$ cat config.mk
export PLATFORM = sky130hd
export DESIGN_NAME = iocd_top
export DESIGN_NICKNAME = d
export VERILOG_FILES = /design/src/hdl/iocd_pkg.sv /design/src/hdl/iocd_check.sv /design/src/hdl/iocd_top.sv
export SDC_FILE = /design/constraint.sdc
export NUM_CORES = 1
export LEC_CHECK = 0
export ABC_CLOCK_PERIOD_IN_PS = 5000
export BUFFER_PORTS_ARGS = -buffer_cell sky130_fd_sc_hd__buf_2
export CAP_MARGIN = 0
export CORE_MARGIN = 2
export CORE_UTILIZATION = 55
export DETAILED_ROUTE_END_ITERATION = 16
export PLACE_DENSITY = 0.75
export SLEW_MARGIN = 20
export SYNTH_ARGS = -nofsm -noshare
export SYNTH_HDL_FRONTEND = slang
export SYNTH_SLANG_ARGS = --single-unit
$ cat constraint.sdc
create_clock -name clk -period 5 [get_ports clk]
set_clock_uncertainty 0.05 [all_clocks]
set_input_delay 0.75 -clock clk [delete_from_list [all_inputs] [get_ports clk]]
set_output_delay 0.75 -clock clk [all_outputs]
set_load 0.05 [all_outputs]
$ cat src/hdl/iocd_pkg.sv
// Constants, types and shared decode functions of the IO module command decoder
package iocd_pkg;

  // Command register addresses
  localparam logic [15:0] ADDR_CODE      = 16'h1F3F;
  localparam logic [15:0] ADDR_LEN       = 16'h1F40;
  localparam logic [15:0] ADDR_DEST      = 16'h1F41;
  localparam logic [15:0] ADDR_SEC       = 16'h1F42;
  localparam logic [15:0] ADDR_PWD_HI    = 16'h1F43;
  localparam logic [15:0] ADDR_PWD_LO    = 16'h1F44;
  localparam logic [15:0] ADDR_ARG       = 16'h1F45;
  localparam logic [15:0] ADDR_METHOD    = 16'h1F46;
  localparam logic [15:0] ADDR_SEQ_HI    = 16'h1F4B;
  localparam logic [15:0] ADDR_SEQ_LO    = 16'h1F4C;
  localparam logic [15:0] ADDR_SEV       = 16'h1F4D;
  localparam logic [15:0] ADDR_LAST_CODE = 16'h1F53;
  localparam logic [15:0] ADDR_STATUS    = 16'h1F54;

  // Command codes (41100, 41102, 42890, 50560) and parameter byte counts
  localparam logic [15:0] CMD_SIMPLE = 16'hA08C;
  localparam logic [15:0] CMD_RELAY  = 16'hA08E;
  localparam logic [15:0] CMD_ANALOG = 16'hA78A;
  localparam logic [15:0] CMD_EVENTS = 16'hC580;
  localparam logic [15:0] LEN_SIMPLE = 16'h000B;
  localparam logic [15:0] LEN_RELAY  = 16'h000B;
  localparam logic [15:0] LEN_ANALOG = 16'h000A;
  localparam logic [15:0] LEN_EVENTS = 16'h001B;

  // Destinations and security types
  localparam logic [15:0] DEST_IO1 = 16'h2001;
  localparam logic [15:0] DEST_IO2 = 16'h2101;
  localparam logic [15:0] SEC_NONE = 16'h0000;
  localparam logic [15:0] SEC_PWD  = 16'h0001;

  // Argument encodings (upper byte of the argument word)
  localparam logic [7:0] ARG_DISABLE     = 8'h00;
  localparam logic [7:0] ARG_ENABLE      = 8'h01;
  localparam logic [7:0] ARG_RELAY_FIRST = 8'h01;
  localparam logic [7:0] ARG_RELAY_LAST  = 8'h03;
  localparam logic [7:0] ARG_UNLATCH_ALL = 8'hFF;

  // Event request fields
  localparam logic [15:0] METHOD_RECENT = 16'h0000;
  localparam logic [15:0] METHOD_BEFORE = 16'h0002;
  localparam int          SEV_LOW_BIT   = 8;
  localparam int          SEV_HIGH_BIT  = 10;
  localparam logic [3:0]  EVT_MAX_COUNT = 4'hA;

  // Command status words
  localparam logic [15:0] STAT_OK       = 16'h0000;
  localparam logic [15:0] STAT_BAD_CODE = 16'h0001;
  localparam logic [15:0] STAT_BAD_LEN  = 16'h0002;
  localparam logic [15:0] STAT_BAD_DEST = 16'h0003;
  localparam logic [15:0] STAT_BAD_SEC  = 16'h0004;
  localparam logic [15:0] STAT_BAD_PWD  = 16'h0005;
  localparam logic [15:0] STAT_BAD_ARG  = 16'h0006;

  localparam logic [15:0] WORD_RESET = 16'h0000;

  typedef enum logic {
    IOCD_ST_IDLE = 1'b0,
    IOCD_ST_EXEC = 1'b1
  } iocd_state_t;

  typedef struct packed {
    logic        wr;
    logic        rd;
    logic [15:0] addr;
    logic [15:0] wdata;
  } iocd_bus_t;

  typedef struct packed {
    logic [15:0] code;
    logic [15:0] len;
    logic [15:0] dest;
    logic [15:0] sec;
    logic [31:0] pwd;
    logic [15:0] arg;
    logic [15:0] method;
    logic [31:0] seq;
    logic [15:0] sev;
  } iocd_frame_t;

  typedef struct packed {
    logic        valid;
    logic        before_seq;
    logic [31:0] seq;
    logic [2:0]  sev_mask;
    logic [3:0]  max_count;
  } iocd_evt_req_t;

  typedef struct packed {
    iocd_state_t   st;
    iocd_frame_t   frame;
    logic          simple_en;
    logic [2:0]    unlatch;
    logic          minmax_clr;
    iocd_evt_req_t evt;
    logic          target;
    logic          done;
    logic [15:0]   last_code;
    logic [15:0]   status;
    logic [15:0]   rdata;
    logic          rvalid;
  } iocd_regs_t;

  function automatic logic iocd_dest_ok(input logic [15:0] dest);
    return (dest == DEST_IO1) || (dest == DEST_IO2);
  endfunction

  function automatic logic iocd_pwd_ok(input logic [31:0] pwd, input logic [31:0] admin,
                                       input logic [31:0] oper);
    return (pwd == admin) || (pwd == oper);
  endfunction

endpackage

$ cat src/hdl/iocd_check.sv
// Frame validator: maps a command frame to its completion status word
`timescale 1ns/10ps
module iocd_check (
  // Frame and credentials
  input  wire iocd_pkg::iocd_frame_t frame,
  input  wire logic [31:0]           admin_pwd,
  input  wire logic [31:0]           oper_pwd,
  // Verdict
  output      logic [15:0]           status
);
  import iocd_pkg::*;

  logic [7:0]  arg_hi;
  logic [15:0] want_len;
  logic        prot;
  logic        arg_ok;

  always_comb begin
    arg_hi   = frame.arg[15:8];
    want_len = WORD_RESET;
    prot     = 1'b1;
    arg_ok   = 1'b1;
    unique case (frame.code)
      CMD_SIMPLE: begin
        want_len = LEN_SIMPLE;
        arg_ok   = (arg_hi == ARG_DISABLE) || (arg_hi == ARG_ENABLE);
      end
      CMD_RELAY: begin
        want_len = LEN_RELAY;
        arg_ok   = ((arg_hi >= ARG_RELAY_FIRST) && (arg_hi <= ARG_RELAY_LAST)) || (arg_hi == ARG_UNLATCH_ALL);
      end
      CMD_ANALOG: begin
        want_len = LEN_ANALOG;
      end
      CMD_EVENTS: begin
        want_len = LEN_EVENTS;
        prot     = 1'b0;
        arg_ok   = (frame.method == METHOD_RECENT) || (frame.method == METHOD_BEFORE);
      end
      default: begin
        want_len = WORD_RESET;
      end
    endcase
    if (!((frame.code == CMD_SIMPLE) || (frame.code == CMD_RELAY) ||
          (frame.code == CMD_ANALOG) || (frame.code == CMD_EVENTS)))
      status = STAT_BAD_CODE;
    else if (frame.len != want_len)
      status = STAT_BAD_LEN;
    else if (!iocd_dest_ok(frame.dest))
      status = STAT_BAD_DEST;
    else if (prot && (frame.sec != SEC_PWD))
      status = STAT_BAD_SEC;
    else if (prot && !iocd_pwd_ok(frame.pwd, admin_pwd, oper_pwd))
      status = STAT_BAD_PWD;
    else if (!arg_ok)
      status = STAT_BAD_ARG;
    else
      status = STAT_OK;
  end

endmodule

$ cat src/hdl/iocd_top.sv
// IO module command decoder: command register block, execution and status report
`timescale 1ns/10ps

module iocd_top (
  // Clock and reset
  input  wire logic                    clk,
  input  wire logic                    sys_rst,
  // Register access from the fieldbus side
  input  wire iocd_pkg::iocd_bus_t     bus,
  input  wire logic                    cmd_exec,
  output      logic [15:0]             reg_rdata,
  output      logic                    reg_rvalid,
  // Credentials
  input  wire logic [31:0]             admin_pwd,
  input  wire logic [31:0]             oper_pwd,
  // Actions
  output      logic                    simple_cmd_en,
  output      logic [2:0]              relay_unlatch,
  output      logic                    ain_minmax_clr,
  output      iocd_pkg::iocd_evt_req_t evt_req,
  output      logic                    target_io2,
  // Completion
  output      logic                    cmd_done,
  output      logic [15:0]             last_cmd_code,
  output      logic [15:0]             cmd_status
);
  import iocd_pkg::*;

  iocd_regs_t q_reg;
  iocd_regs_t q_next;
  logic [15:0] chk_status;
  logic [7:0]  arg_hi;

  iocd_check u_check (
    .frame     (q_reg.frame),
    .admin_pwd (admin_pwd),
    .oper_pwd  (oper_pwd),
    .status    (chk_status)
  );

  assign arg_hi = q_reg.frame.arg[15:8];

  always_comb begin
    q_next            = q_reg;
    q_next.unlatch    = 3'h0;
    q_next.minmax_clr = 1'b0;
    q_next.evt.valid  = 1'b0;
    q_next.done       = 1'b0;
    q_next.rvalid     = bus.rd;
    q_next.rdata      = WORD_RESET;
    // Command words are write-only; only the report words read back
    if (bus.rd) begin
      unique case (bus.addr)
        ADDR_LAST_CODE: q_next.rdata = q_reg.last_code;
        ADDR_STATUS:    q_next.rdata = q_reg.status;
        default:        q_next.rdata = WORD_RESET;
      endcase
    end
    if (bus.wr) begin
      unique case (bus.addr)
        ADDR_CODE:   q_next.frame.code = bus.wdata;
        ADDR_LEN:    q_next.frame.len = bus.wdata;
        ADDR_DEST:   q_next.frame.dest = bus.wdata;
        ADDR_SEC:    q_next.frame.sec = bus.wdata;
        ADDR_PWD_HI: q_next.frame.pwd[31:16] = bus.wdata;
        ADDR_PWD_LO: q_next.frame.pwd[15:0] = bus.wdata;
        ADDR_ARG:    q_next.frame.arg = bus.wdata;
        ADDR_METHOD: q_next.frame.method = bus.wdata;
        ADDR_SEQ_HI: q_next.frame.seq[31:16] = bus.wdata;
        ADDR_SEQ_LO: q_next.frame.seq[15:0] = bus.wdata;
        ADDR_SEV:    q_next.frame.sev = bus.wdata;
        default:     q_next.frame = q_reg.frame;
      endcase
    end
    unique case (q_reg.st)
      IOCD_ST_IDLE: begin
        if (cmd_exec)
          q_next.st = IOCD_ST_EXEC;
      end
      IOCD_ST_EXEC: begin
        q_next.st        = IOCD_ST_IDLE;
        q_next.done      = 1'b1;
        q_next.last_code = q_reg.frame.code;
        q_next.status    = chk_status;
        if (chk_status == STAT_OK) begin
          q_next.target = (q_reg.frame.dest == DEST_IO2);
          unique case (q_reg.frame.code)
            CMD_SIMPLE: q_next.simple_en = (arg_hi == ARG_ENABLE);
            CMD_RELAY: begin
              if (arg_hi == ARG_UNLATCH_ALL)
                q_next.unlatch = 3'h7;
              else
                q_next.unlatch = 3'(3'h1 << (arg_hi - ARG_RELAY_FIRST));
            end
            CMD_ANALOG: q_next.minmax_clr = 1'b1;
            CMD_EVENTS: begin
              q_next.evt.valid      = 1'b1;
              q_next.evt.before_seq = (q_reg.frame.method == METHOD_BEFORE);
              q_next.evt.seq        = (q_reg.frame.method == METHOD_BEFORE) ? q_reg.frame.seq : 32'h0;
              q_next.evt.sev_mask   = q_reg.frame.sev[SEV_HIGH_BIT:SEV_LOW_BIT];
              q_next.evt.max_count  = EVT_MAX_COUNT;
            end
            default: q_next.done = 1'b1;
          endcase
        end
      end
    endcase
  end

  always_ff @(posedge clk) begin
    if (sys_rst)
      q_reg <= '0;
    else
      q_reg <= q_next;
  end

  assign reg_rdata      = q_reg.rdata;
  assign reg_rvalid     = q_reg.rvalid;
  assign simple_cmd_en  = q_reg.simple_en;
  assign relay_unlatch  = q_reg.unlatch;
  assign ain_minmax_clr = q_reg.minmax_clr;
  assign evt_req        = q_reg.evt;
  assign target_io2     = q_reg.target;
  assign cmd_done       = q_reg.done;
  assign last_cmd_code  = q_reg.last_code;
  assign cmd_status     = q_reg.status;
endmodule

==> report_table.html, run 1 <==
<table>
<tr><th>Metric</th><th>Value</th></tr>
<tr><th colspan="2">Logic synthesis</th></tr>
<tr><td>Flops &amp; latches, synth</td><td>roughly 240</td></tr>
<tr><td>Netlist Area Pre-Place</td><td>about 11000 um2</td></tr>
<tr><td>Proportion of synthesized flip-flops having asynchronous set or reset</td><td>0</td></tr>
<tr><td>Number of flops mapped to enable cells by yosys</td><td>0</td></tr>
<tr><td>Post-Synthesis Mean Instance Area</td><td>slightly below 10 um2</td></tr>
<tr><td>Main area contributors after synthesis</td><td>sky130_fd_sc_hd__dfxtp_1, sky130_fd_sc_hd__mux2i_1, sky130_fd_sc_hd__buf_4, sky130_fd_sc_hd__nor2_1, sky130_fd_sc_hd__xor2_1</td></tr>
<tr><td>Largest area contributor in the synthesized netlist</td><td>sky130_fd_sc_hd__dfxtp_1</td></tr>
<tr><td>Cells after Synth</td><td>1067</td></tr>
<tr><td>Unique masters post-synth</td><td>between 70 and 80</td></tr>
<tr><td>Dominant register cell in the synthesized netlist</td><td>sky130_fd_sc_hd__dfxtp_1</td></tr>
<tr><td>Yosys top cell area share</td><td>0.4513</td></tr>
<tr><td>Post-synthesis sequential area ratio</td><td>0.4513</td></tr>
<tr><td>Count of yosys warnings during synthesis</td><td>0</td></tr>
<tr><th colspan="2">Clock network</th></tr>
<tr><td>Post-cts hold buffer count</td><td>0</td></tr>
<tr><td>Post-CTS resize count</td><td>0</td></tr>
<tr><td>TritonCTS clock tree</td><td>done</td></tr>
<tr><td>Clk root buf</td><td>sky130_fd_sc_hd__clkbuf_16</td></tr>
<tr><td>Post-CTS repair timing setup buffer count</td><td>0</td></tr>
<tr><td>Clock Latency Late Sink</td><td>approximately 0.50 ns</td></tr>
<tr><td>Clock net sink count</td><td>~240</td></tr>
<tr><td>Clock buffers created by TritonCTS</td><td>23</td></tr>
<tr><td>Buffer levels on the longest clock path</td><td>3</td></tr>
<tr><td>Maximum level of the CTS H-tree</td><td>1</td></tr>
<tr><td>Post-CTS clock slew at the launch and capture registers of the worst setup and hold paths</td><td>around 0.060 ns</td></tr>
<tr><th colspan="2">Layout</th></tr>
<tr><td>Area Overhead vs Synth</td><td>11.02%</td></tr>
<tr><td>Flip-flop count of the largest register, all copies and words added</td><td>around 150</td></tr>
<tr><td>Share of layout cells above drive strength 1</td><td>0.2177</td></tr>
<tr><td>Nets</td><td>~1200</td></tr>
<tr><td>Finished Layout Cells</td><td>approximately 1400</td></tr>
<tr><td>Final standard cell utilization of the core</td><td>0.6240</td></tr>
<tr><td>Count of inserted antenna diode cells</td><td>0</td></tr>
<tr><th colspan="2">Hold path</th></tr>
<tr><td>Endpoint with the worst hold slack</td><td>evt_req[39]$_SDFFE_PP0P_</td></tr>
<tr><td>Hold path startpoint</td><td>evt_req[39]$_SDFFE_PP0P_</td></tr>
<tr><td>Worst Hold Path Cells</td><td>1</td></tr>
<tr><td>Worst hold-check path type</td><td>reg2reg</td></tr>
<tr><th colspan="2">Timing</th></tr>
<tr><td>Final Hold Violating Endpoints</td><td>0</td></tr>
<tr><td>Final Critical Period</td><td>roughly 3.2 ns</td></tr>
<tr><td>Actual slew at the worst max-slew pin</td><td>1.017 ns</td></tr>
<tr><td>Final-layout setup total negative slack</td><td>0 ns</td></tr>
<tr><td># setup viols final</td><td>0</td></tr>
<tr><td>Crit path setup slack, layout</td><td>1.810 ns</td></tr>
<tr><td>Max frequency</td><td>about 0.31 GHz</td></tr>
<tr><td>Headroom to the max-slew limit</td><td>0.3199</td></tr>
<tr><td>Max-slew violation count</td><td>0</td></tr>
<tr><td>Unrepaired setup endpoints after global routing</td><td>false</td></tr>
<tr><td>Final critical-path share of the clock period</td><td>0.6379</td></tr>
<tr><th colspan="2">Critical path</th></tr>
<tr><td>Top fanout value on the critical path</td><td>16</td></tr>
<tr><td>R2R Path End</td><td>evt_req[13]$_SDFFE_PP0P_</td></tr>
<tr><td>Logic depth of the worst register-to-register path</td><td>6</td></tr>
<tr><td>Sort of element at the end of the critical path</td><td>flip-flop</td></tr>
<tr><td>CP arrival</td><td>3.48 ns</td></tr>
<tr><td>Required time at the worst-slack endpoint</td><td>~5.3 ns</td></tr>
<tr><td>Reg2reg setup slack</td><td>~1.9 ns</td></tr>
<tr><td>Kind of critical path</td><td>in2reg</td></tr>
<tr><td>Reg-to-reg critical path startpoint</td><td>q_reg[258]$_SDFFE_PP0P_</td></tr>
<tr><td>Startpoint kind of the worst setup timing path</td><td>input port</td></tr>
<tr><th colspan="2">Detailed routing</th></tr>
<tr><td>DRC violation count after routing</td><td>0</td></tr>
<tr><td>Routed length per placed instance</td><td>roughly 18 um</td></tr>
<tr><td>Residual antenna-violating net count after detailed routing</td><td>0</td></tr>
<tr><td>Routed wire length</td><td>24.43 mm</td></tr>
<tr><td>Total vias in the final route</td><td>7660</td></tr>
<tr><td>DR pass1 iterations</td><td>5</td></tr>
<tr><td>Number of vias per cell after detailed routing</td><td>roughly 5.5</td></tr>
<tr><td>Number of DRC violations after detailed-routing iteration 0</td><td>approximately 540</td></tr>
<tr><th colspan="2">Power</th></tr>
<tr><td>Sw Ratio</td><td>0.2135</td></tr>
<tr><td>Reg power frac</td><td>0.477</td></tr>
<tr><td>Maximum VDD drop</td><td>0.0001998 V</td></tr>
<tr><td>Leakage dissipation</td><td>about 5.1 nW</td></tr>
<tr><td>Net switching power of the design</td><td>0.8463 mW</td></tr>
<tr><td>Combinational group share of total power</td><td>0.047</td></tr>
<tr><td>Int Pwr</td><td>roughly 3.1 mW</td></tr>
<tr><td>Power density relative to cell area</td><td>around 340 nW/um2</td></tr>
<tr><td>Fraction of power consumed by the clock network</td><td>0.476</td></tr>
<tr><th colspan="2">Run status</th></tr>
<tr><td>Status</td><td>finished clean</td></tr>
<tr><th colspan="2">Floorplan</th></tr>
<tr><td>Die extent in y</td><td>about 140 um</td></tr>
<tr><td>Core Box Area</td><td>18710 um2</td></tr>
<tr><td>Die W</td><td>~140 um</td></tr>
<tr><td>Total I/O pin count</td><td>198</td></tr>
<tr><td>Number of rows in the core area</td><td>50</td></tr>
<tr><td>Die outline area</td><td>around 20000 um2</td></tr>
<tr><td>Starting utilization of the core area</td><td>0.5621</td></tr>
<tr><th colspan="2">Placed design</th></tr>
<tr><td>Half-perimeter wire length of the detailed placement result</td><td>about 16 mm</td></tr>
<tr><td># port buffers</td><td>approximately 180</td></tr>
<tr><td>Post-Place Worst Slack</td><td>between 1 and 1.5 ns</td></tr>
<tr><td>RePlAce Congestion</td><td>approximately 0.84</td></tr>
<tr><td>Number of placed instances with taps included</td><td>between 1000 and 1500</td></tr>
<tr><th colspan="2">Global route</th></tr>
<tr><td>First-pass GRT wire length</td><td>between 30 and 40 mm</td></tr>
<tr><td>Number of global-route vias before repair</td><td>approximately 7100</td></tr>
<tr><td>Aggregate global-route resource usage</td><td>0.2343</td></tr>
<tr><td>Pin count of the biggest net entering global routing</td><td>93</td></tr>
<tr><td>Total global routing overflow</td><td>0</td></tr>
<tr><td>Antenna violations before repair</td><td>0</td></tr>
<tr><th colspan="2">Job</th></tr>
<tr><td>Number of violations of the max-capacitance limit</td><td>0</td></tr>
</table>
## stage by stage
| step | area (um2) | hold WS, ns | power [mW] |
|---|---|---|---|
| 2_1_floorplan | 10570 | 0.3773 | 2.051 |
| 3_3_place_gp | 10840 | 0.3780 | 2.119 |
| 3_5_place_dp | 10840 | 0.3860 | 2.119 |
| 4_1_cts | 11670 | 0.4009 | 3.990 |
| 5_1_grt | 11670 | 0.4298 | 4.072 |
| 6_report | 11670 | 0.3942 | 3.964 |
## layer usage
metal  share of wire  track usage  routed length, um
met1            0.46       0.3299              11120
met2            0.45       0.3786              10960
met3           0.077      0.03802               1878
met4           0.019      0.05474                468
met5               0            0                  0
## worst max-delay path, stage by stage
cell and delay (ns):
sky130_fd_sc_hd__buf_2 0.09, sky130_fd_sc_hd__or4b_1 0.55, sky130_fd_sc_hd__nor4_2 0.52, sky130_fd_sc_hd__nor3b_2 0.37, sky130_fd_sc_hd__nand3b_1 0.73, sky130_fd_sc_hd__mux2i_1 0.39, sky130_fd_sc_hd__nor2_1 0.07
## kinds of logic after synthesis
group | Yosys count | share of synthesized area
AOI/OAI and AO/OA | 86 | 0.06640
other | 1 | 0.0003567
DFF | 237 | 0.4513
muxes | 169 | 0.1609
xor gates and xnor gates | 65 | 0.05415
adders and majority gates | 4 | 0.004760
and+or+nand+nor | 337 | 0.1638
buffers and inverters | 168 | 0.09842
## synthesized netlist by cell type (9+ instances only)
cell / count
sky130_fd_sc_hd__dfxtp_1: 237
sky130_fd_sc_hd__nor2_1: 190
sky130_fd_sc_hd__mux2i_1: 169
sky130_fd_sc_hd__buf_4: 97
sky130_fd_sc_hd__clkbuf_1: 50
sky130_fd_sc_hd__xor2_1: 41
sky130_fd_sc_hd__a22o_1: 33
sky130_fd_sc_hd__nor4_1: 28
sky130_fd_sc_hd__xnor2_1: 24
sky130_fd_sc_hd__nand4_1: 17
sky130_fd_sc_hd__and3_1: 16
sky130_fd_sc_hd__nand2_1: 16
sky130_fd_sc_hd__a21oi_1: 10
sky130_fd_sc_hd__nand3_1: 9
sky130_fd_sc_hd__o21ai_0: 9
## cells in the final DEF (no fill, tap or decap), drive strengths merged, types with 3 or more instances in the layout
cell | netlist | layout
a211oi | 4 | 4
a21oi | 11 | 11
a22o | 33 | 33
a22oi | 4 | 4
a31oi | 3 | 3
and3 | 16 | 16
buf | 109 | 190
bufinv | 0 | 5
clkbuf | 50 | 30
clkinv | 1 | 7
conb | 1 | 15
dfxtp | 237 | 237
ha | 4 | 4
inv | 8 | 8
mux2i | 169 | 169
nand2 | 16 | 16
nand2b | 5 | 5
nand3 | 9 | 9
nand3b | 5 | 5
nand4 | 17 | 17
nor2 | 193 | 193
nor2b | 3 | 3
nor3 | 10 | 10
nor3b | 5 | 5
nor4 | 32 | 32
o211ai | 3 | 3
o21ai | 10 | 10
or4 | 6 | 6
or4b | 5 | 5
xnor2 | 24 | 24
xor2 | 41 | 41
## final cells by class
type                       count  area (um2)
sequential                   237        4745
multi-input combinational    676        4792
tap                          234       292.8
inverter                       9       33.78
clock buffer                  30       651.9
timing repair buffer         190       973.4
clock inverter                11       183.9
fill                        1553        7033
## worst max-delay path by stage
stage                        from                      end  slack [ns]
final                     bus[29]  q_reg[216]$_SDFFE_PP0P_        1.81
after global routing      bus[29]  q_reg[218]$_SDFFE_PP0P_        1.57
after CTS                 bus[29]  q_reg[216]$_SDFFE_PP0P_        1.85
after detailed placement  bus[29]  q_reg[216]$_SDFFE_PP0P_        1.32
after global placement    bus[29]  q_reg[216]$_SDFFE_PP0P_        1.41
after floorplan           bus[29]  q_reg[124]$_SDFFE_PP0P_        2.04
## power by group through the flow
| stage | clock network [mW] | logic [mW] | registers, mW |
|---|---|---|---|
| 6_report | 1.89 | 0.187 | 1.89 |
| 3_3_place_gp | 0 | 0.186 | 1.93 |
| 5_1_grt | 1.98 | 0.200 | 1.89 |
| 2_1_floorplan | 0 | 0.116 | 1.93 |
| 4_1_cts | 1.91 | 0.187 | 1.89 |
| 3_5_place_dp | 0 | 0.187 | 1.93 |
(Power assumes the default switching activity.)
==> run 2: changes to the inputs <==
- ABC_CLOCK_PERIOD_IN_PS: 5000 -> 3200
- clock period: 5 -> 3.2 ns (I/O delays scaled with it)
==> run 2 against run 1 <==
- register-to-register slack got worse by 1.7 ns
- design area increased by 0.55%
- routed wire length increased by 0.13%
- die area unchanged
- sequential cell count unchanged
- utilization increased by 0.34 points
- count of clock-buffer cells in the layout increased by 1
- via count decreased by 0.33%
- combinational power increased by 57%
- global-route usage increased by 0.13 points
- sequential power increased by 56%
- largest power group unchanged
==> report_table.html, run 2 (same netlist as run 1, synthesis figures left out) <==
<table>
<tr><th>Metric</th><th>Value</th></tr>
<tr><th colspan="2">Run status</th></tr>
<tr><td>Status</td><td>finished clean</td></tr>
<tr><th colspan="2">Clock network</th></tr>
<tr><td>TritonCTS clock tree</td><td>done</td></tr>
<tr><td>Maximum level of the CTS H-tree</td><td>1 (unchanged)</td></tr>
<tr><td>Clock buffers created by TritonCTS</td><td>23 (unchanged)</td></tr>
<tr><td>Clock net sink count</td><td>237 (unchanged)</td></tr>
<tr><td>Buffer levels on the longest clock path</td><td>3 (unchanged)</td></tr>
<tr><td>Post-CTS clock slew at the launch and capture registers of the worst setup and hold paths</td><td>0.06 ns (about the same)</td></tr>
<tr><td>Post-CTS resize count</td><td>0 (unchanged)</td></tr>
<tr><td>Clock Latency Late Sink</td><td>0.51 ns (about the same)</td></tr>
<tr><td>Post-cts hold buffer count</td><td>0 (unchanged)</td></tr>
<tr><td>Clk root buf</td><td>sky130_fd_sc_hd__clkbuf_16</td></tr>
<tr><td>Post-CTS repair timing setup buffer count</td><td>0 (unchanged)</td></tr>
<tr><th colspan="2">Timing</th></tr>
<tr><td>Final Hold Violating Endpoints</td><td>0 (unchanged)</td></tr>
<tr><td>Headroom to the max-slew limit</td><td>0.3728 (+0.05289)</td></tr>
<tr><td>Final critical-path share of the clock period</td><td>0.9271</td></tr>
<tr><td>Final-layout setup total negative slack</td><td>0 ns (unchanged)</td></tr>
<tr><td>Final Critical Period</td><td>2.967 ns</td></tr>
<tr><td># setup viols final</td><td>0 (unchanged)</td></tr>
<tr><td>Crit path setup slack, layout</td><td>0.2331 ns (-1.577 ns)</td></tr>
<tr><td>Max frequency</td><td>0.3371 GHz</td></tr>
<tr><td>Max-slew violation count</td><td>0 (unchanged)</td></tr>
<tr><td>Actual slew at the worst max-slew pin</td><td>0.9387 ns (-0.07812 ns)</td></tr>
<tr><td>Unrepaired setup endpoints after global routing</td><td>false</td></tr>
<tr><th colspan="2">Detailed routing</th></tr>
<tr><td>Routed wire length</td><td>24.46 mm (+0.13%)</td></tr>
<tr><td>Routed length per placed instance</td><td>17.52 um (-0.51%)</td></tr>
<tr><td>Total vias in the final route</td><td>7635 (-0.33%)</td></tr>
<tr><td>Residual antenna-violating net count after detailed routing</td><td>0 (unchanged)</td></tr>
<tr><td>DRC violation count after routing</td><td>0 (unchanged)</td></tr>
<tr><td>DR pass1 iterations</td><td>5 (unchanged)</td></tr>
<tr><td>Number of vias per cell after detailed routing</td><td>5.469 (-0.97%)</td></tr>
<tr><td>Number of DRC violations after detailed-routing iteration 0</td><td>573 (+6.7%)</td></tr>
<tr><th colspan="2">Placed design</th></tr>
<tr><td># port buffers</td><td>182 (unchanged)</td></tr>
<tr><td>Number of placed instances with taps included</td><td>1356 (+0.74%)</td></tr>
<tr><td>Half-perimeter wire length of the detailed placement result</td><td>16.53 mm (+1.0%)</td></tr>
<tr><td>Post-Place Worst Slack</td><td>0.2531 ns (-1.069 ns)</td></tr>
<tr><td>RePlAce Congestion</td><td>0.8384 (-0.23%)</td></tr>
<tr><th colspan="2">Global route</th></tr>
<tr><td>Pin count of the biggest net entering global routing</td><td>88 (-5.4%)</td></tr>
<tr><td>Number of global-route vias before repair</td><td>6874 (-2.6%)</td></tr>
<tr><td>First-pass GRT wire length</td><td>37.43 mm (-0.51%)</td></tr>
<tr><td>Aggregate global-route resource usage</td><td>0.2356 (+0.001349)</td></tr>
<tr><td>Total global routing overflow</td><td>0 (unchanged)</td></tr>
<tr><td>Antenna violations before repair</td><td>0 (unchanged)</td></tr>
<tr><th colspan="2">Critical path</th></tr>
<tr><td>Sort of element at the end of the critical path</td><td>flip-flop</td></tr>
<tr><td>CP arrival</td><td>3.35 ns (-0.13 ns)</td></tr>
<tr><td>Startpoint kind of the worst setup timing path</td><td>flip-flop</td></tr>
<tr><td>Logic depth of the worst register-to-register path</td><td>6 (unchanged)</td></tr>
<tr><td>Reg-to-reg critical path startpoint</td><td>q_reg[270]$_SDFFE_PP0P_</td></tr>
<tr><td>Capture point of the worst path</td><td>evt_req[29]$_SDFFE_PP0P_</td></tr>
<tr><td>R2R Path End</td><td>evt_req[29]$_SDFFE_PP0P_</td></tr>
<tr><td>Kind of critical path</td><td>reg2reg</td></tr>
<tr><td>Crit path launch</td><td>q_reg[270]$_SDFFE_PP0P_</td></tr>
<tr><td>Reg2reg setup slack</td><td>0.23 ns (-1.67 ns)</td></tr>
<tr><td>Required time at the worst-slack endpoint</td><td>3.58 ns (-1.71 ns)</td></tr>
<tr><td>Top fanout value on the critical path</td><td>33 (+17)</td></tr>
<tr><th colspan="2">Layout</th></tr>
<tr><td>Commonest cells after routing, fill and taps aside</td><td>sky130_fd_sc_hd__dfxtp_1, sky130_fd_sc_hd__nor2_1, sky130_fd_sc_hd__buf_2, sky130_fd_sc_hd__mux2i_1, sky130_fd_sc_hd__xor2_1</td></tr>
<tr><td>Count of inserted antenna diode cells</td><td>0 (unchanged)</td></tr>
<tr><td>Nets</td><td>1252 (+0.81%)</td></tr>
<tr><td>Share of layout cells above drive strength 1</td><td>0.2229 (+0.005199)</td></tr>
<tr><td>Most common cell after layout, fill and taps aside</td><td>sky130_fd_sc_hd__dfxtp_1</td></tr>
<tr><td>Final standard cell utilization of the core</td><td>0.6274 (+0.003412)</td></tr>
<tr><td>Finished Layout Cells</td><td>1396 (+0.65%)</td></tr>
<tr><td>Area Overhead vs Synth</td><td>11.63%</td></tr>
<tr><td>Flip-flop count of the largest register, all copies and words added</td><td>148 (unchanged)</td></tr>
<tr><th colspan="2">Floorplan</th></tr>
<tr><td>Core Box Area</td><td>18710 um2 (unchanged)</td></tr>
<tr><td>Starting utilization of the core area</td><td>0.5621 (unchanged)</td></tr>
<tr><td>Die W</td><td>142.3 um (unchanged)</td></tr>
<tr><td>Die outline area</td><td>20240 um2 (unchanged)</td></tr>
<tr><td>Number of rows in the core area</td><td>50 (unchanged)</td></tr>
<tr><td>Total I/O pin count</td><td>198 (unchanged)</td></tr>
<tr><td>Die extent in y</td><td>142.3 um (unchanged)</td></tr>
<tr><th colspan="2">Job</th></tr>
<tr><td>Number of violations of the max-capacitance limit</td><td>0 (unchanged)</td></tr>
<tr><th colspan="2">Power</th></tr>
<tr><td>Leakage dissipation</td><td>5.172 nW (+0.45%)</td></tr>
<tr><td>Power density relative to cell area</td><td>521.0 nW/um2 (+53%)</td></tr>
<tr><td>Maximum VDD drop</td><td>0.0003099 V (+55%)</td></tr>
<tr><td>Final Power</td><td>6.114 mW (+54%)</td></tr>
<tr><th colspan="2">Hold path</th></tr>
<tr><td>Worst hold-check path type</td><td>in2reg</td></tr>
</table>
[run 2: final cells by class]
type,count,area [um2]
Fill cell,1579,6969
Multi-Input combinational cell,676,4792
Sequential cell,237,4745
Timing Repair Buffer,200,1061
Clock buffer,31,655.6
Tap cell,234,292.8
Clock inverter,9,156.4
Inverter,9,33.78
[run 2: worst min-delay path by stage]
stage                                          end  cells after the start  slack [ns]                startpoint
after detailed placement  evt_req[39]$_SDFFE_PP0P_                      1        0.39  evt_req[39]$_SDFFE_PP0P_
after CTS                    q_reg[273]$_SDFF_PP0_                      2        0.16                  cmd_exec
final                        q_reg[273]$_SDFF_PP0_                      2        0.17                  cmd_exec
after floorplan           evt_req[39]$_SDFFE_PP0P_                      1        0.38  evt_req[39]$_SDFFE_PP0P_
after global routing         q_reg[273]$_SDFF_PP0_                      2        0.16                  cmd_exec
after global placement    evt_req[39]$_SDFFE_PP0P_                      1        0.38  evt_req[39]$_SDFFE_PP0P_
[run 2: report_power, final]
group	internal, mW	total [mW]	leakage, nW	switching, mW
sequential	2.95	2.95	1.91	0.00146
combinational	0.0838	0.294	2.88	0.211
clock	1.76	2.87	0.388	1.11
total	4.79	6.11	5.17	1.32
[run 2: per-stage QoR]
step	area, um2	hold WS, ns
global route	11740	0.1625
global placement	10920	0.3839
detailed placement	10920	0.3900
floorplan	10570	0.3773
CTS	11740	0.1567
finish	11740	0.1734
[run 2: routing by layer]
layer | up-vias | routed length, um | global-route usage
met2 | 235 | 10960 | 0.3794
met3 | 35 | 1340 | 0.03668
met4 | 0 | 401 | 0.05632
li1 | 3754 | - | -
met1 | 3611 | 11760 | 0.3335
met5 | - | 0 | 0
[run 2: worst max-delay path: stages (launching register included)]
cell and delay, ns:
sky130_fd_sc_hd__dfxtp_1 0.34, sky130_fd_sc_hd__or4b_1 0.62, sky130_fd_sc_hd__nor4_4 0.40, sky130_fd_sc_hd__or4_1 0.31, sky130_fd_sc_hd__a211oi_4 0.13, sky130_fd_sc_hd__a21oi_4 0.76
sky130_fd_sc_hd__a22o_1 0.28
==> run 3: changes to the inputs <==
- SETUP_SLACK_MARGIN: default -> 0.4
==> run 3 against run 2 <==
- design area up 0.98%
- highest routed layer unchanged
- count of clock-buffer cells in the layout unchanged
- combinational power grew 3%
- sequential share of layout area down 0.38 points
- worst setup slack better by 0.27 ns
- sequential cell count unchanged
- critical endpoint unchanged
- critical path depth up 1
- sequential power about the same
- worst hold slack worse by 0.00071 ns
- first-iteration DRC count is 2.6% lower
==> report_table.html, run 3 (same netlist as run 1, synthesis figures left out) <==
<table>
<tr><th>Metric</th><th>Value</th></tr>
<tr><th colspan="2">Critical path</th></tr>
<tr><td>Top fanout value on the critical path</td><td>33 (unchanged)</td></tr>
<tr><td>Sort of element at the end of the critical path</td><td>flip-flop</td></tr>
<tr><td>Required time at the worst-slack endpoint</td><td>3.59 ns (about the same)</td></tr>
<tr><td>Kind of critical path</td><td>reg2reg</td></tr>
<tr><td>CP arrival</td><td>3.09 ns (-0.26 ns)</td></tr>
<tr><td>Critical-path cell list</td><td>or4_4, or4_1, o211ai_1, o211ai_2, nor2_2, buf_12, a22o_1</td></tr>
<tr><td>Startpoint kind of the worst setup timing path</td><td>flip-flop</td></tr>
<tr><td>Master of the slowest instance on the critical path</td><td>sky130_fd_sc_hd__or4_4</td></tr>
<tr><td>Family with the most delay on the worst path</td><td>simple AND/OR/NAND/NOR gates</td></tr>
<tr><td>Worst Path Buf+Inv</td><td>1 (+1)</td></tr>
<tr><td>Biggest cell delay along the critical path</td><td>0.62 ns (-0.14 ns)</td></tr>
<tr><th colspan="2">Timing</th></tr>
<tr><td>Max-slew violation count</td><td>0 (unchanged)</td></tr>
<tr><td>Unrepaired setup endpoints after global routing</td><td>false</td></tr>
<tr><td>Actual slew at the worst max-slew pin</td><td>0.8952 ns (-0.04348 ns)</td></tr>
<tr><td>Headroom to the max-slew limit</td><td>0.4032 (+0.03038)</td></tr>
<tr><td>Final-layout setup total negative slack</td><td>0 ns (unchanged)</td></tr>
<tr><td>Final Hold Violating Endpoints</td><td>0 (unchanged)</td></tr>
<tr><td>Final critical-path share of the clock period</td><td>0.8435 (-0.08360)</td></tr>
<tr><td>Max frequency</td><td>0.3705 GHz (+9.9%)</td></tr>
<tr><td>Crit path setup slack, layout</td><td>0.5007 ns (+0.2675 ns)</td></tr>
<tr><td>Final Critical Period</td><td>2.699 ns (-0.2675 ns)</td></tr>
<tr><td># setup viols final</td><td>0 (unchanged)</td></tr>
<tr><th colspan="2">Clock network</th></tr>
<tr><td>Clk root buf</td><td>sky130_fd_sc_hd__clkbuf_16</td></tr>
<tr><td>TritonCTS clock tree</td><td>done</td></tr>
<tr><td>Clock net sink count</td><td>237 (unchanged)</td></tr>
<tr><td>Buffer levels on the longest clock path</td><td>3 (unchanged)</td></tr>
<tr><td>Post-cts hold buffer count</td><td>0 (unchanged)</td></tr>
<tr><td>Clock Latency Late Sink</td><td>0.50 ns (about the same)</td></tr>
<tr><td>Post-CTS clock slew at the launch and capture registers of the worst setup and hold paths</td><td>0.06 ns (about the same)</td></tr>
<tr><td>Maximum level of the CTS H-tree</td><td>1 (unchanged)</td></tr>
<tr><td>Clock buffers created by TritonCTS</td><td>23 (unchanged)</td></tr>
<tr><th colspan="2">Global route</th></tr>
<tr><td>Total global routing overflow</td><td>0 (unchanged)</td></tr>
<tr><td>Aggregate global-route resource usage</td><td>0.2384 (+0.002803)</td></tr>
<tr><td>Pin count of the biggest net entering global routing</td><td>88 (unchanged)</td></tr>
<tr><td>Antenna violations before repair</td><td>0 (unchanged)</td></tr>
<tr><td>First-pass GRT wire length</td><td>37.85 mm (+1.1%)</td></tr>
<tr><td>Number of global-route vias before repair</td><td>6946 (+1.0%)</td></tr>
<tr><th colspan="2">Power</th></tr>
<tr><td>Combinational group share of total power</td><td>0.049 (about the same)</td></tr>
<tr><td>Sw Ratio</td><td>0.2171 (+0.001325)</td></tr>
<tr><td>Int Pwr</td><td>4.801 mW (+0.12%)</td></tr>
<tr><td>Net switching power of the design</td><td>1.331 mW (+0.91%)</td></tr>
<tr><td>Reg power frac</td><td>0.482 (about the same)</td></tr>
<tr><td>Leakage dissipation</td><td>5.217 nW (+0.86%)</td></tr>
<tr><td>Fraction of power consumed by the clock network</td><td>0.469 (about the same)</td></tr>
<tr><td>Power density relative to cell area</td><td>517.4 nW/um2 (-0.68%)</td></tr>
<tr><td>Maximum VDD drop</td><td>0.0003132 V (+1.1%)</td></tr>
<tr><th colspan="2">Hold path</th></tr>
<tr><td>Worst hold-check path type</td><td>in2reg</td></tr>
<tr><th colspan="2">Detailed routing</th></tr>
<tr><td>Routed length per placed instance</td><td>17.75 um (+1.3%)</td></tr>
<tr><td>DR pass1 iterations</td><td>5 (unchanged)</td></tr>
<tr><td>Number of vias per cell after detailed routing</td><td>5.522 (+0.97%)</td></tr>
<tr><td>Residual antenna-violating net count after detailed routing</td><td>0 (unchanged)</td></tr>
<tr><td>Number of DRC violations after detailed-routing iteration 0</td><td>558 (-2.6%)</td></tr>
<tr><td>DRC violation count after routing</td><td>0 (unchanged)</td></tr>
<tr><td>Routed wire length</td><td>24.89 mm (+1.7%)</td></tr>
<tr><td>Total vias in the final route</td><td>7742 (+1.4%)</td></tr>
<tr><th colspan="2">Layout</th></tr>
<tr><td>Area Overhead vs Synth</td><td>12.72%</td></tr>
<tr><td>Commonest cells after routing, fill and taps aside</td><td>sky130_fd_sc_hd__dfxtp_1, sky130_fd_sc_hd__nor2_1, sky130_fd_sc_hd__buf_2, sky130_fd_sc_hd__mux2i_1, sky130_fd_sc_hd__xor2_1</td></tr>
<tr><td>Flip-flop count of the largest register, all copies and words added</td><td>148 (unchanged)</td></tr>
<tr><td>Most common cell after layout, fill and taps aside</td><td>sky130_fd_sc_hd__dfxtp_1</td></tr>
<tr><td>Share of layout cells above drive strength 1</td><td>0.2303 (+0.007417)</td></tr>
<tr><td>Count of inserted antenna diode cells</td><td>0 (unchanged)</td></tr>
<tr><td>Nets</td><td>1258 (+0.48%)</td></tr>
<tr><td>Final standard cell utilization of the core</td><td>0.6336 (+0.006154)</td></tr>
<tr><th colspan="2">Placed design</th></tr>
<tr><td>Post-Place Worst Slack</td><td>0.2531 ns (unchanged)</td></tr>
<tr><td>Half-perimeter wire length of the detailed placement result</td><td>16.53 mm (unchanged)</td></tr>
<tr><td># port buffers</td><td>182 (unchanged)</td></tr>
<tr><td>RePlAce Congestion</td><td>0.8384 (unchanged)</td></tr>
<tr><th colspan="2">Job</th></tr>
<tr><td>Number of violations of the max-capacitance limit</td><td>0 (unchanged)</td></tr>
<tr><th colspan="2">Run status</th></tr>
<tr><td>Status</td><td>finished clean</td></tr>
<tr><th colspan="2">Floorplan</th></tr>
<tr><td>Die W</td><td>142.3 um (unchanged)</td></tr>
<tr><td>Starting utilization of the core area</td><td>0.5621 (unchanged)</td></tr>
<tr><td>Die extent in y</td><td>142.3 um (unchanged)</td></tr>
<tr><td>Number of rows in the core area</td><td>50 (unchanged)</td></tr>
<tr><td>Core Box Area</td><td>18710 um2 (unchanged)</td></tr>
<tr><td>Total I/O pin count</td><td>198 (unchanged)</td></tr>
<tr><td>Die outline area</td><td>20240 um2 (unchanged)</td></tr>
</table>
==> run 3: path summary, 6_finish.rpt <==
path | from | to | slack (ns) | cells past startpoint
setup / recovery | q_reg[257]$_SDFFE_PP0P_ | evt_req[29]$_SDFFE_PP0P_ | 0.50 | 7
hold / removal | cmd_exec | q_reg[273]$_SDFF_PP0_ | 0.17 | 2
setup reg to reg | q_reg[257]$_SDFFE_PP0P_ | evt_req[29]$_SDFFE_PP0P_ | 0.50 | 7
hold reg to reg | evt_req[39]$_SDFFE_PP0P_ | evt_req[39]$_SDFFE_PP0P_ | 0.40 | 1
==> run 3: layout make-up <==
type,instances,area [um2]
sequential,237,4746
timing repair buffer,205,1124
fill,1563,6854
clock buffer,31,655.6
multi-input combinational,677,4843
clock inverter,9,156.4
tap,234,292.8
inverter,9,33.78
==> run 3: repair_timing <==
| action | in CTS | in global routing |
|---|---|---|
| setup buffers | 3 | 2 |
| endpoints found under the setup margin | 33 | 22 |
| cloned | 1 | 0 |
| gates resized for setup | 2 | 6 |
| pin swaps | 2 | 6 |
==> run 3: metrics by stage <==
stage          power (mW)  hold WS (ns)  cell area, um2  instances
3_5_place_dp        3.312        0.3900           10920       1356
5_1_grt             6.305        0.1625           11850       1402
6_report            6.132        0.1727           11850       1402
2_1_floorplan       3.205        0.3773           10570       1081
4_1_cts             6.162        0.1567           11800       1400
3_3_place_gp        3.310        0.3839           10920       1356
==> run 3: power groups by stage <==
stage,sequential [mW],combinational [mW],clock (mW)
6_report,2.95,0.303,2.88
5_1_grt,2.95,0.322,3.03
4_1_cts,2.95,0.299,2.91
3_5_place_dp,3.02,0.293,0
3_3_place_gp,3.02,0.291,0
2_1_floorplan,3.02,0.181,0
==> run 3: metal layers <==
metal,track usage,up-vias,wire [um]
met2,0.3814,272,11330
li1,-,3757,-
met3,0.03466,36,1564
met4,0.06368,0,473
met5,0,-,0
met1,0.3384,3677,11520
